==> src/pkg/scc_cfg.svh <==
// Register offsets, field positions and reset values of the sync and clamp control
`ifndef SCC_CFG_SVH
`define SCC_CFG_SVH

`define SCC_ADDR_W 8
`define SCC_DATA_W 8

`define SCC_OFF_CLAMP_DELAY 8'h05
`define SCC_OFF_CLAMP_WIDTH 8'h06
`define SCC_OFF_PHASE 8'h07
`define SCC_OFF_SYNC_CTRL 8'h0E
`define SCC_OFF_CLAMP_COAST 8'h0F
`define SCC_OFF_CLAMP_LEVEL 8'h10
`define SCC_OFF_CLK_SRC 8'h15
`define SCC_OFF_STATUS 8'h1F

`define SCC_BIT_HS_POL 6
`define SCC_BIT_EXT_CLAMP 7
`define SCC_BIT_CLAMP_POL 6
`define SCC_BIT_COAST_POL 3
`define SCC_BIT_CLAMP_YUV 0
`define SCC_BIT_EXT_CLK 0

`define SCC_RST_CLAMP_DELAY 8'h08
`define SCC_RST_CLAMP_WIDTH 8'h14
`define SCC_RST_PHASE 5'h00
`define SCC_RST_HS_POL 1'b0
`define SCC_RST_EXT_CLAMP 1'b0
`define SCC_RST_CLAMP_POL 1'b1
`define SCC_RST_COAST_POL 1'b1
`define SCC_RST_CLAMP_YUV 1'b0
`define SCC_RST_EXT_CLK 1'b0

`define SCC_PHASE_W 5
`define SCC_PHASE_HALF 5'h10
`define SCC_SOG_THRESH_MV 8'h96
`define SCC_NUM_PINS 6

`endif

==> src/pkg/scc_pkg.sv <==
// Types shared by the sync, clamp and clock select control
package scc_pkg;

	typedef struct packed {
		logic [1:0] green_sync;
		logic invert;
		logic coast;
		logic clamp;
		logic hsync;
	} scc_pins_t;

	typedef struct packed {
		logic lock_pulse;
		logic hold;
		logic ext_clk_sel;
		logic clk_invert;
		logic [4:0] sample_phase;
	} scc_clkgen_t;

	typedef struct packed {
		logic to_ground;
		logic to_midscale;
		logic active;
	} scc_clamp_t;

	typedef enum logic [1:0] {
		SCC_WIN_IDLE = 2'b00,
		SCC_WIN_DELAY = 2'b01,
		SCC_WIN_OPEN = 2'b11
	} scc_win_state_t;

endpackage

==> src/scc_clamp_win.sv <==
// Internal clamp window: delay then duration counted from a start pulse
`timescale 1ns/100ps
module scc_clamp_win (
	// Clock and reset
	input wire logic clk_sys_i,
	input wire logic rstn_i,
	// Timing
	input wire logic start_i,
	input wire logic [7:0] delay_i,
	input wire logic [7:0] width_i,
	// Window
	output logic window_o
);
	scc_pkg::scc_win_state_t state_reg;
	scc_pkg::scc_win_state_t state_next;
	logic [7:0] cnt_reg;
	logic [7:0] cnt_next;

	// A new trailing edge restarts the sequence, even mid-window
	always_comb begin
		state_next = state_reg;
		cnt_next = cnt_reg;
		case (state_reg)
			scc_pkg::SCC_WIN_IDLE: begin
			end
			scc_pkg::SCC_WIN_DELAY: begin
				if (cnt_reg == 8'h00) begin
					state_next = (width_i == 8'h00) ? scc_pkg::SCC_WIN_IDLE
						: scc_pkg::SCC_WIN_OPEN;
					cnt_next = width_i - 8'h01;
				end else begin
					cnt_next = cnt_reg - 8'h01;
				end
			end
			scc_pkg::SCC_WIN_OPEN: begin
				if (cnt_reg == 8'h00) begin
					state_next = scc_pkg::SCC_WIN_IDLE;
				end else begin
					cnt_next = cnt_reg - 8'h01;
				end
			end
			default: begin
				state_next = scc_pkg::SCC_WIN_IDLE;
			end
		endcase
		if (start_i) begin
			state_next = scc_pkg::SCC_WIN_DELAY;
			cnt_next = delay_i;
		end
	end

	always_ff @(posedge clk_sys_i or negedge rstn_i) begin
		if (!rstn_i) begin
			state_reg <= scc_pkg::SCC_WIN_IDLE;
			cnt_reg <= 8'h00;
		end else begin
			state_reg <= state_next;
			cnt_reg <= cnt_next;
		end
	end

	assign window_o = (state_reg == scc_pkg::SCC_WIN_OPEN);
endmodule

==> src/scc_top.sv <==
// Sync-on-green slicing, clamp selection, coast and sampling clock control
//
// The implementer's own choices: the plain strobed port and the register addresses.
`timescale 1ns/100ps
`include "scc_cfg.svh"
module scc_top (
	// Clock and reset
	input wire logic clk_sys_i,
	input wire logic rstn_i,
	// Register port
	input wire logic [7:0] reg_addr_i,
	input wire logic [7:0] reg_wdata_i,
	input wire logic reg_wr_i,
	input wire logic reg_rd_i,
	output logic [7:0] reg_rdata_o,
	// Asynchronous pins
	input wire scc_pkg::scc_pins_t pins_i,
	// Sync slicer
	output logic [1:0] green_sync_slicer_out_o,
	output logic [7:0] green_sync_thresh_mv_o,
	// Clamp control
	output scc_pkg::scc_clamp_t clamp_o,
	// Clock generator control
	output scc_pkg::scc_clkgen_t clkgen_o
);
	logic rst_meta_reg;
	logic rst_sync_reg;
	logic rstn;

	logic [`SCC_NUM_PINS-1:0] pin_meta_reg;
	logic [`SCC_NUM_PINS-1:0] pin_sync_reg;
	scc_pkg::scc_pins_t pins_sync;

	logic [7:0] clamp_delay_reg;
	logic [7:0] clamp_width_reg;
	logic [`SCC_PHASE_W-1:0] phase_reg;
	logic hs_pol_reg;
	logic ext_clamp_reg;
	logic clamp_pol_reg;
	logic coast_pol_reg;
	logic clamp_yuv_reg;
	logic ext_clk_reg;

	logic hs_active;
	logic hs_prev_reg;
	logic [2:0] fill_reg;
	logic hs_lead;
	logic hs_trail;
	logic coast_active;
	logic ext_clamp_active;
	logic int_window;
	logic clamp_active;

	logic [1:0] slicer_reg;
	logic clamp_gnd_reg;
	logic clamp_mid_reg;
	logic clamp_act_reg;
	logic lock_reg;
	logic hold_reg;
	logic ext_clk_sel_reg;
	logic inv_reg;
	logic [`SCC_PHASE_W-1:0] sample_phase_reg;
	logic [`SCC_PHASE_W-1:0] sample_phase_next;

	logic wr_delay;
	logic wr_width;
	logic wr_phase;
	logic wr_sync;
	logic wr_clamp;
	logic wr_level;
	logic wr_clk;
	logic [7:0] rdata_next;
	logic [7:0] rdata_reg;

	// Reset release through two stages; assertion stays asynchronous
	always_ff @(posedge clk_sys_i or negedge rstn_i) begin
		if (!rstn_i) begin
			rst_meta_reg <= 1'b0;
			rst_sync_reg <= 1'b0;
		end else begin
			rst_meta_reg <= 1'b1;
			rst_sync_reg <= rst_meta_reg;
		end
	end

	assign rstn = rst_sync_reg;

	// Every pin crosses two stages; only the second stage is read
	generate
		for (genvar i = 0; i < `SCC_NUM_PINS; i++) begin : g_pin_sync
			always_ff @(posedge clk_sys_i or negedge rstn) begin
				if (!rstn) begin
					pin_meta_reg[i] <= 1'b0;
					pin_sync_reg[i] <= 1'b0;
				end else begin
					pin_meta_reg[i] <= pins_i[i];
					pin_sync_reg[i] <= pin_meta_reg[i];
				end
			end
		end
	endgenerate

	assign pins_sync = pin_sync_reg;

	// Register write decode
	assign wr_delay = reg_wr_i && (reg_addr_i == `SCC_OFF_CLAMP_DELAY);
	assign wr_width = reg_wr_i && (reg_addr_i == `SCC_OFF_CLAMP_WIDTH);
	assign wr_phase = reg_wr_i && (reg_addr_i == `SCC_OFF_PHASE);
	assign wr_sync = reg_wr_i && (reg_addr_i == `SCC_OFF_SYNC_CTRL);
	assign wr_clamp = reg_wr_i && (reg_addr_i == `SCC_OFF_CLAMP_COAST);
	assign wr_level = reg_wr_i && (reg_addr_i == `SCC_OFF_CLAMP_LEVEL);
	assign wr_clk = reg_wr_i && (reg_addr_i == `SCC_OFF_CLK_SRC);

	// Clamp timing registers
	always_ff @(posedge clk_sys_i or negedge rstn) begin
		if (!rstn) begin
			clamp_delay_reg <= `SCC_RST_CLAMP_DELAY;
			clamp_width_reg <= `SCC_RST_CLAMP_WIDTH;
		end else begin
			if (wr_delay) begin
				clamp_delay_reg <= reg_wdata_i;
			end
			if (wr_width) begin
				clamp_width_reg <= reg_wdata_i;
			end
		end
	end

	// Sampling phase register
	always_ff @(posedge clk_sys_i or negedge rstn) begin
		if (!rstn) begin
			phase_reg <= `SCC_RST_PHASE;
		end else if (wr_phase) begin
			phase_reg <= reg_wdata_i[`SCC_PHASE_W-1:0];
		end
	end

	// Sync polarity register
	always_ff @(posedge clk_sys_i or negedge rstn) begin
		if (!rstn) begin
			hs_pol_reg <= `SCC_RST_HS_POL;
		end else if (wr_sync) begin
			hs_pol_reg <= reg_wdata_i[`SCC_BIT_HS_POL];
		end
	end

	// Clamp and coast control register
	always_ff @(posedge clk_sys_i or negedge rstn) begin
		if (!rstn) begin
			ext_clamp_reg <= `SCC_RST_EXT_CLAMP;
			clamp_pol_reg <= `SCC_RST_CLAMP_POL;
			coast_pol_reg <= `SCC_RST_COAST_POL;
		end else if (wr_clamp) begin
			ext_clamp_reg <= reg_wdata_i[`SCC_BIT_EXT_CLAMP];
			clamp_pol_reg <= reg_wdata_i[`SCC_BIT_CLAMP_POL];
			coast_pol_reg <= reg_wdata_i[`SCC_BIT_COAST_POL];
		end
	end

	// Clamp level and clock source registers
	always_ff @(posedge clk_sys_i or negedge rstn) begin
		if (!rstn) begin
			clamp_yuv_reg <= `SCC_RST_CLAMP_YUV;
			ext_clk_reg <= `SCC_RST_EXT_CLK;
		end else begin
			if (wr_level) begin
				clamp_yuv_reg <= reg_wdata_i[`SCC_BIT_CLAMP_YUV];
			end
			if (wr_clk) begin
				ext_clk_reg <= reg_wdata_i[`SCC_BIT_EXT_CLK];
			end
		end
	end

	// Read mux; unmapped offsets read as zero
	always_comb begin
		rdata_next = 8'h00;
		case (reg_addr_i)
			`SCC_OFF_CLAMP_DELAY: begin
				rdata_next = clamp_delay_reg;
			end
			`SCC_OFF_CLAMP_WIDTH: begin
				rdata_next = clamp_width_reg;
			end
			`SCC_OFF_PHASE: begin
				rdata_next[`SCC_PHASE_W-1:0] = phase_reg;
			end
			`SCC_OFF_SYNC_CTRL: begin
				rdata_next[`SCC_BIT_HS_POL] = hs_pol_reg;
			end
			`SCC_OFF_CLAMP_COAST: begin
				rdata_next[`SCC_BIT_EXT_CLAMP] = ext_clamp_reg;
				rdata_next[`SCC_BIT_CLAMP_POL] = clamp_pol_reg;
				rdata_next[`SCC_BIT_COAST_POL] = coast_pol_reg;
			end
			`SCC_OFF_CLAMP_LEVEL: begin
				rdata_next[`SCC_BIT_CLAMP_YUV] = clamp_yuv_reg;
			end
			`SCC_OFF_CLK_SRC: begin
				rdata_next[`SCC_BIT_EXT_CLK] = ext_clk_reg;
			end
			`SCC_OFF_STATUS: begin
				rdata_next = {inv_reg, ext_clk_sel_reg, hold_reg, clamp_act_reg,
					hs_active, ext_clamp_active, slicer_reg};
			end
			default: begin
				rdata_next = 8'h00;
			end
		endcase
	end

	// Data stands only in the cycle after the read strobe
	always_ff @(posedge clk_sys_i or negedge rstn) begin
		if (!rstn) begin
			rdata_reg <= 8'h00;
		end else begin
			rdata_reg <= reg_rd_i ? rdata_next : 8'h00;
		end
	end

	assign reg_rdata_o = rdata_reg;

	// Sync normalised to active high; polarity 1 means rising leading edge
	assign hs_active = pins_sync.hsync ^ ~hs_pol_reg;

	always_ff @(posedge clk_sys_i or negedge rstn) begin
		if (!rstn) begin
			hs_prev_reg <= 1'b0;
		end else begin
			hs_prev_reg <= hs_active;
		end
	end

	// Stages reset to zero, not the pin's idle level; no edges until real samples
	always_ff @(posedge clk_sys_i or negedge rstn) begin
		if (!rstn) begin
			fill_reg <= 3'h0;
		end else begin
			fill_reg <= {fill_reg[1:0], 1'b1};
		end
	end

	assign hs_lead = fill_reg[2] && hs_active && !hs_prev_reg;
	assign hs_trail = fill_reg[2] && !hs_active && hs_prev_reg;

	// Polarity 1 means active high, so a grounded unused pin never coasts
	assign coast_active = ~(pins_sync.coast ^ coast_pol_reg);
	assign ext_clamp_active = ~(pins_sync.clamp ^ clamp_pol_reg);

	// Trailing edge only times the clamp, never the lock
	scc_clamp_win u_clamp_win (
		.clk_sys_i(clk_sys_i),
		.rstn_i(rstn),
		.start_i(hs_trail),
		.delay_i(clamp_delay_reg),
		.width_i(clamp_width_reg),
		.window_o(int_window)
	);

	// Pin ignored for clamping unless enabled; status bit 2 still shows it
	assign clamp_active = ext_clamp_reg ? ext_clamp_active : int_window;

	// Clamp outputs, mutually exclusive by level select
	always_ff @(posedge clk_sys_i or negedge rstn) begin
		if (!rstn) begin
			clamp_act_reg <= 1'b0;
			clamp_gnd_reg <= 1'b0;
			clamp_mid_reg <= 1'b0;
		end else begin
			clamp_act_reg <= clamp_active;
			clamp_gnd_reg <= clamp_active && !clamp_yuv_reg;
			clamp_mid_reg <= clamp_active && clamp_yuv_reg;
		end
	end

	assign clamp_o.active = clamp_act_reg;
	assign clamp_o.to_ground = clamp_gnd_reg;
	assign clamp_o.to_midscale = clamp_mid_reg;

	// Lock pulses suppressed while coasting so frequency and phase hold
	always_ff @(posedge clk_sys_i or negedge rstn) begin
		if (!rstn) begin
			lock_reg <= 1'b0;
			hold_reg <= 1'b0;
		end else begin
			lock_reg <= hs_lead && !coast_active;
			hold_reg <= coast_active;
		end
	end

	// Phase offset kept on either clock source; inversion adds half a period
	always_comb begin
		sample_phase_next = phase_reg;
		if (pins_sync.invert) begin
			sample_phase_next = phase_reg + `SCC_PHASE_HALF;
		end
	end

	// Inversion is taken as is; glitch-free timing is the controller's job
	always_ff @(posedge clk_sys_i or negedge rstn) begin
		if (!rstn) begin
			ext_clk_sel_reg <= `SCC_RST_EXT_CLK;
			inv_reg <= 1'b0;
			sample_phase_reg <= `SCC_RST_PHASE;
		end else begin
			ext_clk_sel_reg <= ext_clk_reg;
			inv_reg <= pins_sync.invert;
			sample_phase_reg <= sample_phase_next;
		end
	end

	assign clkgen_o.lock_pulse = lock_reg;
	assign clkgen_o.hold = hold_reg;
	assign clkgen_o.ext_clk_sel = ext_clk_sel_reg;
	assign clkgen_o.clk_invert = inv_reg;
	assign clkgen_o.sample_phase = sample_phase_reg;

	// Comparator results passed through uninverted
	always_ff @(posedge clk_sys_i or negedge rstn) begin
		if (!rstn) begin
			slicer_reg <= 2'h0;
		end else begin
			slicer_reg <= pins_sync.green_sync;
		end
	end

	assign green_sync_slicer_out_o = slicer_reg;
	// Slicing level above the negative peak, for the analog comparator
	assign green_sync_thresh_mv_o = `SCC_SOG_THRESH_MV;
endmodule
==> config.mk <==
export PLATFORM = sky130hd
export DESIGN_NAME = scc_top
export DESIGN_NICKNAME = d
export VERILOG_FILES = /design/src/pkg/scc_pkg.sv /design/src/scc_clamp_win.sv /design/src/scc_top.sv
export VERILOG_INCLUDE_DIRS = /design/src /design/src/pkg
export SDC_FILE = /design/constraint.sdc
export NUM_CORES = 1
export LEC_CHECK = 0
export BUFFER_PORTS_ARGS = -buffer_cell sky130_fd_sc_hd__buf_2
export CAP_MARGIN = 20
export CORE_MARGIN = 2
export CORE_UTILIZATION = 45
export DETAILED_ROUTE_END_ITERATION = 8
export PLACE_DENSITY = 0.69
export SLEW_MARGIN = 20
export SYNTH_ARGS = -nofsm -noshare
export SYNTH_HDL_FRONTEND = slang
export SYNTH_SLANG_ARGS = --single-unit
==> constraint.sdc <==
create_clock -name clk_sys_i -period 3.1 [get_ports clk_sys_i]
set_input_delay 0.31 -clock clk_sys_i [delete_from_list [all_inputs] [get_ports clk_sys_i]]
set_output_delay 0.31 -clock clk_sys_i [all_outputs]
set_load 0.01 [all_outputs]
After elaboration in Yosys (flattened, before gate mapping)
Cells that the tools add are included.
W data, S select, Z words.
{ "op_classes": {"n_addsub": 3, "eq_ne": 14, "n_mux": 19, "n_bitwise": 6, "n_reduce_logical": 23} }
{ "ops": {"columns": ["cell", "n"], "rows": [
  ["$mux W8", 4],
  ["$eq A8 B3 Y1 const B", 3],
  ["$eq A8 B5 Y1 const B", 3],
  ["$eq A8 B4 Y1 const B", 2],
  ["$logic_not A8 Y1", 2],
  ["$pmux W8 S2", 1],
  ["$sub A8 B1 Y8 const B", 2],
  ["$logic_and A1 B1 Y1", 14],
  ["$pmux W1 S5", 2],
  ["$mux W2", 4],
  ["$pmux W1 S4", 2],
  ["$pmux W2 S4", 1],
  ["$ne A3 B2 Y1 const B", 2],
  ["$pmux W1 S6", 1],
  ["$pmux W2 S3", 1],
  ["$add A5 B5 Y5 const B", 1],
  ["$mux W5", 1],
  ["$logic_not A1 Y1", 3],
  ["$ne A3 B3 Y1 const B", 1],
  ["$not A1 Y1", 3],
  ["$pmux W1 S3", 1],
  ["$reduce_and A3 Y1", 1],
  ["$reduce_bool A3 Y1", 1],
  ["$xor A1 B1 Y1", 3],
  ["6 further kinds", 6]
]} }
{ "word_totals": {"register_bits": 77, "input_bits": 26, "out_inout_bits": 30, "word_cells": 102} }

Depth between registers and ports, before layout
Gate-level depths: netlist of the first run.
{ "logic_depth": {"word_depth": 7, "mapped_depth": 6} }

By module
Synthesis of the first run repeated with hierarchy kept, for this count alone.
{ "unflattened": {"cells_unflattened": 300, "hier_area_um2": 3613.5} }
{ "modules_own_cells": {"columns": ["module", "n_inst", "cells_each", "area_per_inst_um2"], "rows": [
  ["scc_top", 1, 184, 2690.1],
  ["scc_clamp_win", 1, 116, 923.4]
]} }

Worst setup path after synthesis of the first run
OpenSTA, ideal clock, no wires.
{ "synth_path": {"kind": "register -> register", "start": "register u_clamp_win.cnt_reg[5]", "end": "register u_clamp_win.cnt_reg[4]", "setup_ns": 0.122, "arrival_time_ns": 1.637, "t_required_ns": 2.978, "setup_slack_ns": 1.342, "path_stages_with_launch": 6, "n_path_buf": 1, "period_less_slack_ns": 1.758, "cell_sequence": "dfrtp_1 > or4_1 > buf_6 > nor3_4 > o211ai_1 > a32o_1"} }
{ "synth_via": {"elab_chain_len": 4, "word_cells_on_any_way": 6, "cone_classes": "eq/ne: 1; mux: 3; reduce/logical: 2"} }
{ "synth_rtl": {"columns": ["item", "line", "rtl"], "rows": [
  ["start, declared", "scc_clamp_win.sv:16", "logic [7:0] cnt_reg;"],
  ["start signal, assigned", "scc_clamp_win.sv:58", "cnt_reg <= cnt_next;"],
  ["$logic_not A8 Y1 (*)", "scc_clamp_win.sv:27, scc_clamp_win.sv:36", null],
  ["$mux W8", "scc_clamp_win.sv:27", "if (cnt_reg == 8'h00) begin"],
  ["$pmux W8 S2", "scc_clamp_win.sv:23", "case (state_reg)"],
  ["$mux W8", "scc_clamp_win.sv:46", "if (start_i) begin"]
]} }
Every way passes the cells marked *; elsewhere a longest branch is shown, timed or not.
A chain may end at the register's enable or synchronous reset.

Worst setup path after layout of the first run
Same ends and word-level chain as after synthesis.

==> impl_metrics.tcl, run 1 <==
set metrics [dict create \
    critical_path_class "flip-flop to flip-flop" \
    fmax_ghz 0.503 \
    clock-root-buffer "clkbuf_8" \
    grt_max_degree 76 \
    synthTopCellsByArea "dfrtp_1, mux2_2, dfstp_2, buf_4, a21oi_1" \
    slew_headroom 0.375 \
    cts-resized-gates 0 \
    cts_tree "built" \
    hold_ws_ps 62.4 \
    peakVddDrop_mv 0.362 \
    row_count 32 \
    diodes 0 \
    rsz0062_at_grt "no" \
    grt_pass1_vias 2436 \
    syn_inst 316 \
    cp_data_arrival_time_ps 2230 \
    ioPinCount 56 \
    grt_pass1_wl_um 12700 \
    fin_skew_ps 7.31 \
    period_minus_slack_ps 1990 \
    min_to "pin_meta_reg[1]" \
    die-area_um2 8840 \
    crit_family "simple AND/OR/NAND/NOR gates" \
    syn-cell-area_um2 3650 \
    dp_hpwl_um 5760 \
    io_buffers 47 \
    die_w_um 94.0 \
    grt_overflow 0 \
    groute.usage.overall 0.191 \
    nNetsFinal 386 \
    setup_violations 0 \
    design.core.area_um2 7810 \
    drive_gt1_frac 0.305 \
    multiInputGateArea_um2 1540 \
    async_flop_share 1.00 \
    power.leakage_nw 1.94 \
    clkTransAtPathRegs_ps 90 \
    reg2reg_depth 4 \
    critPathMaxFanout 6 \
    clock_latency_ps 350 \
    htree_levels 3 \
    drc 0 \
    wirelength_um 7960 \
    hold_path_depth 1 \
    vias_per_cell 5.50 \
    max_stage_delay_ps 730 \
    drtIter0Drc 250 \
    first_pass_iters 4 \
    power.density_nw_per_um2 635 \
    gp_congestion 0.908 \
    seq_area_frac_synth 0.530 \
    ys_types 58 \
    synth_seq_cells 77 \
    required_ps 3340 \
    yosys_warnings 0 \
    synth_ff_type "dfrtp_1" \
    slowest_stage "or4_1" \
    cts_num_sinks 77 \
    hp-class "input pin to flip-flop" \
    hold_viol_final 0 \
    antenna_left 0 \
    finalSetupTns_ps 0 \
    start_util 0.467 \
    outcome "complete, no violations" \
    timing.rr.end "u_clamp_win.cnt_reg[4]" \
    ff2ff_setup_slack_ps 1110 \
    start_kind "flip-flop" \
    vias 2548 \
    critPathBufInv 0 \
    yosys.area.top_type_share 0.494 \
    antenna_found_initial 0 \
    avgSynthCellArea_um2 11.5 \
    path_cells "or4_1 -> nor3_4 -> o211ai_1 -> a32o_1" \
    maxCapViolations 0 \
    synth_edf_count 0 \
    final.fill_count 700 \
    r2r-start "u_clamp_win.cnt_reg[5]" \
    maxSlewViolCount 0 \
    finalCritPeriodShare 0.641 \
    tightest_slew_ps 937 \
    synth_top_area_cell "dfrtp_1" \
    wl_per_cell_um 17.2 \
    cts_setup_buffers 0 \
    hold_start "pins_i[1]" \
    cts_buffer_depth 2 \
    endpoint_kind "flip-flop" \
    die_h_um 94.0 \
    regArea_um2 1940 \
    cts_inserted_buffers 9 \
    syn_to_final_growth_pct 12.0 \
]
==> final cells by class <==
class,count,share of cell area
clock buffer,10,0.0312
inverter,7,0.00643
multi-input combinational,212,0.378
tap,102,0.0312
sequential,77,0.474
clock inverter,6,0.0175
timing repair buffer,49,0.0619
==> per-stage QoR <==
step	power (mW)	std cells	util	area, µm²	setup WS [ps]
3_3_place_gp	1.83	446	0.496	3880	940
2_1_floorplan	1.71	324	-	3680	806
4_1_cts	2.62	463	0.523	4090	1110
5_1_grt	2.74	463	0.523	4090	943
6_report	2.59	463	0.523	4090	1110
3_5_place_dp	1.84	446	0.496	3880	938
==> where the power goes <==
part / internal [mW] / switching (mW) / leakage, nW
combinational: 0.251 / 0.301 / 0.859
sequential: 1.11 / 0.170 / 0.978
clock: 0.381 / 0.384 / 0.0988
==> cells in the final DEF, fill, tap and decap left out, drive strengths merged, types with 4 or more instances in the layout <==
| cell | netlist | routed |
|---|---|---|
| nor4 | 4 | 4 |
| nand3 | 6 | 6 |
| a21oi | 22 | 22 |
| conb | 2 | 10 |
| mux2 | 31 | 31 |
| buf | 20 | 48 |
| ha | 4 | 4 |
| and3 | 5 | 5 |
| xor2 | 4 | 4 |
| xnor2 | 6 | 6 |
| dfstp | 5 | 5 |
| a21o | 4 | 4 |
| dfrtp | 72 | 72 |
| and2 | 4 | 4 |
| nor2b | 4 | 4 |
| nor3b | 6 | 6 |
| mux2i | 5 | 5 |
| clkbuf | 8 | 10 |
| inv | 7 | 9 |
| nor3 | 9 | 9 |
| nand2 | 13 | 13 |
| o21ai | 11 | 11 |
| nor2 | 18 | 18 |
==> cell families (layout without fill, tap and decap cells) <==
group | count (synthesis) | in the layout | synth area share
buffers and inverters | 35 | 72 | 0.0552
muxes | 36 | 36 | 0.109
AOI/OAI and AO/OA | 63 | 63 | 0.117
other | 2 | 10 | 0.00206
and+or+nand+nor | 89 | 89 | 0.149
xor gates and xnor gates | 10 | 10 | 0.0240
DFF | 77 | 77 | 0.530
adders and majority gates | 4 | 4 | 0.0137
==> layer usage <==
metal | GRT usage | vias up | share of wire
met2 | 0.279 | 81 | 0.46
met1 | 0.283 | 1258 | 0.47
met5 | 0 | - | 0
met4 | 0.0580 | 0 | 0.013
met3 | 0.0433 | 12 | 0.059
li1 | - | 1197 | -
==> Yosys cell counts (5+ instances only) <==
cell type	count
mux2_2	31
dfstp_2	5
nand2_1	13
nor2_1	18
buf_4	15
dfrtp_1	72
inv_1	7
nand3_1	5
clkbuf_1	7
o21ai_0	11
mux2i_1	5
nor3_1	7
a21oi_1	22
xnor2_1	6
and3_1	5
==> worst max path at each step <==
| stage | end | cells past startpoint | slack (ps) | start |
|---|---|---|---|---|
| floorplan | clamp_act_reg | 0 | 810 | rst_sync_reg |
| global placement | clamp_width_reg[5] | 5 | 940 | reg_addr_i[1] |
| detailed placement | clamp_width_reg[1] | 5 | 940 | reg_addr_i[1] |
| CTS | u_clamp_win.cnt_reg[4] | 4 | 1110 | u_clamp_win.cnt_reg[5] |
| global route | u_clamp_win.cnt_reg[5] | 4 | 940 | u_clamp_win.cnt_reg[4] |
| finish | u_clamp_win.cnt_reg[4] | 4 | 1110 | u_clamp_win.cnt_reg[5] |
==> what timing repair did <==
action / CTS / global route
setup endpoints to repair: 0 / 0
endpoints found under the hold margin: 2 / 0
hold buffers: 1 / 0
Power figures use the tool's default switching activity.
==> run 2: changes to the inputs <==
ABC_AREA = 1   (was unset)
PLACE_DENSITY = 0.71   (was 0.69)
clock period = 1.6 ns   (was 3.1 ns; I/O delays follow)
==> run 2 against run 1 <==
  * Die area rose by 0.79%
  * Count of clock-buffer cells in the layout decreased by 1
  * Maximum frequency increased by 32%
  * First-iteration DRC count shrank 38%
  * Register-to-register slack got worse by 1000 ps
  * Non-clock buffer count grew 17
  * Sequential power up 80%
  * Hold slack worse by 30 ps
  * Critical path depth up 5
  * Setup slack lost 1000 ps
  * Power rose by 74%
  * Wire length is 3.0% lower
  * Highest routed layer unchanged
==> impl_metrics.tcl, run 2 <==
set metrics [dict create \
    endpoint_kind "flip-flop" \
    drc 0 \
    synth_fa_ha_area_frac 0.0136 \
    synth_ff_type "dfrtp_1" \
    r2r-start "u_clamp_win.cnt_reg[2]" \
    dp_hpwl_um 5670 \
    start_kind "flip-flop" \
    finalCritPeriodShare 0.939 \
    fmax_ghz 0.666 \
    cp_common_cell "nor2_4" \
    synth-xor-area-share 0.0214 \
    die_h_um 94.4 \
    p_clk_frac 0.309 \
    first_pass_iters 5 \
    slowest_stage "dfrtp_2" \
    row_count 32 \
    die_w_um 94.4 \
    antenna_found_initial 0 \
    drtIter0Drc 155 \
    antenna_left 0 \
    synth_most_common_cell "nand2_1" \
    intPower_mw 3.08 \
    wl_per_cell_um 12.9 \
    layout_setup_ws_ps 98.4 \
    diodes 0 \
    clock_latency_ps 350 \
    ys_types 34 \
    synth_edf_count 0 \
    cp_data_arrival_time_ps 1740 \
    grt_pass1_vias 2855 \
    synth_mux_area_frac 0 \
    p_sw_mw 1.44 \
    comb_power_share 0.182 \
    place_ws_ps 58.4 \
    cts_tree "built" \
    startpoint "u_clamp_win.cnt_reg[2]" \
    period_minus_slack_ps 1500 \
    cts_buffer_depth 2 \
    vias_per_cell 4.84 \
    htree_levels 3 \
    synth_top_family_by_area "simple AND/OR/NAND/NOR gates" \
    synth_top_area_cell "dfrtp_1" \
    syn_to_final_growth_pct 18.1 \
    wirelength_um 7720 \
    hold_ws_ps 32.0 \
    cts_inserted_buffers 9 \
    switching_share 0.319 \
    cts_num_sinks 77 \
    synth_commonest_cells "nand2_1, dfrtp_1, nor2_1, inv_1, nand3_1" \
    grt_pass1_wl_um 13000 \
    final_cell_mix "nand2_1, dfrtp_1, nor2_1, buf_2, inv_1" \
    vias 2894 \
    seq_area_frac_synth 0.526 \
    power.density_nw_per_um2 1040 \
    avgSynthCellArea_um2 8.61 \
    required_ps 1840 \
    critPathMaxFanout 8 \
    ff2ff_setup_slack_ps 100 \
    hp-class "input pin to flip-flop" \
    design.core.area_um2 7810 \
    synthTopCellsByArea "dfrtp_1, nand2_1, nor2_1, nand3_1, inv_1" \
    finalSetupTns_ps 0 \
    syn-cell-area_um2 3680 \
    fin_skew_ps 11.6 \
    maxCapViolations 0 \
    async_flop_share 1.00 \
    grt_overflow 0 \
    fin_util 0.556 \
    maxSlewViolCount 0 \
    nNetsFinal 521 \
    hold_viol_final 0 \
    hold_start "reg_wdata_i[4]" \
    outcome "complete, no violations" \
    yosys.area.top_type_share 0.490 \
    peakVddDrop_mv 0.638 \
    synthSimpleGateAreaFrac 0.261 \
    power.leakage_nw 2.21 \
    critical_path_class "flip-flop to flip-flop" \
    groute.usage.overall 0.191 \
    yosys_warnings 0 \
    gp_congestion 0.887 \
    setup_violations 0 \
    clkTransAtPathRegs_ps 90 \
    pwr-share-seq 0.508 \
    grt_max_degree 76 \
    start_util 0.471 \
    syn_inst 427 \
    clock-root-buffer "clkbuf_8" \
    max_stage_delay_ps 450 \
    layout_commonest_cell "nand2_1" \
    die-area_um2 8910 \
    synth-compound-area-share 0.0796 \
    ioPinCount 56 \
    synth_seq_cells 77 \
    io_buffers 47 \
    drive_gt1_frac 0.248 \
    path_cells "nor2_4 -> nand2_2 -> nor2_4 -> o21ai_2 -> nor2_4 -> buf_12 -> nor2_1 -> nand2_1 -> nand2_1" \
]
## run 2: cell count changes after synthesis, sizes merged, moves of 17 or more
| cell | change |
|---|---|
| nand2 | +98 |
| o21ai | +22 |
| a21oi | -17 |
| mux2 | -31 |
| inv | +43 |
| nor2 | +43 |
| nand3 | +31 |
## run 2: cell type report
class / count / area (µm²)
sequential: 77 / 1940
tap: 102 / 128
clock inverter: 7 / 65.1
multi-input combinational: 287 / 1460
inverter: 50 / 188
fill: 737 / 3460
timing repair buffer: 66 / 438
clock buffer: 9 / 124
## run 2: repair_timing
action | in CTS | in global routing
buffers inserted | 0 | 3
hold buffers | 7 | 0
endpoints found under the hold margin | 8 | 0
endpoints found under the setup margin | 0 | 8
resized for setup | 0 | 16
## run 2: layer usage
| layer | up-vias | GRT usage | routed length, µm |
|---|---|---|---|
| li1 | 1448 | - | - |
| met1 | 1370 | 0.252 | 3540 |
| met2 | 71 | 0.309 | 3730 |
| met3 | 5 | 0.0391 | 390 |
| met4 | 0 | 0.0785 | 66 |
| met5 | - | 0 | 0 |
## run 2: final timing paths
path / endpoint / cells after the start
hold / removal: clamp_delay_reg[4] / 3
setup reg to reg: u_clamp_win.cnt_reg[7] / 9
setup / recovery: u_clamp_win.cnt_reg[7] / 9
min in group asynchronous: rst_sync_reg / 2
hold reg to reg: u_clamp_win.cnt_reg[1] / 1
max in group asynchronous: coast_pol_reg / 1
## run 2: worst max-delay path, delay by kind of cell (launching register included)
kind / cells / cell delay, ps
AO/OA/AOI/OAI: 1 / 90
buffers and inverters: 1 / 140
flip-flops: 1 / 450
AND/OR/NAND/NOR: 7 / 700
## run 2: kinds of logic (layout without fill, tap and decap cells)
logic type / count (synthesis) / after routing
compound gates: 46 / 46
xor+xnor: 9 / 9
fa+ha+maj: 4 / 4
buf+inv: 71 / 132
flops: 77 / 77
other cells: 2 / 10
simple gates: 218 / 218
## run 2: per-stage QoR
step | total power, mW | instance area, µm² | instances
2_1_floorplan | 2.84 | 3710 | 435
3_3_place_gp | 3.00 | 3990 | 571
3_5_place_dp | 3.02 | 3990 | 571
4_1_cts | 4.46 | 4250 | 594
5_1_grt | 4.82 | 4340 | 598
6_report | 4.52 | 4340 | 598
## run 2: power by group through the flow
stage	logic, mW	registers [mW]	clock network (mW)
4_1_cts	0.739	2.27	1.45
2_1_floorplan	0.546	2.29	0
3_5_place_dp	0.723	2.30	0
3_3_place_gp	0.704	2.30	0
6_report	0.824	2.30	1.40
5_1_grt	0.957	2.33	1.54
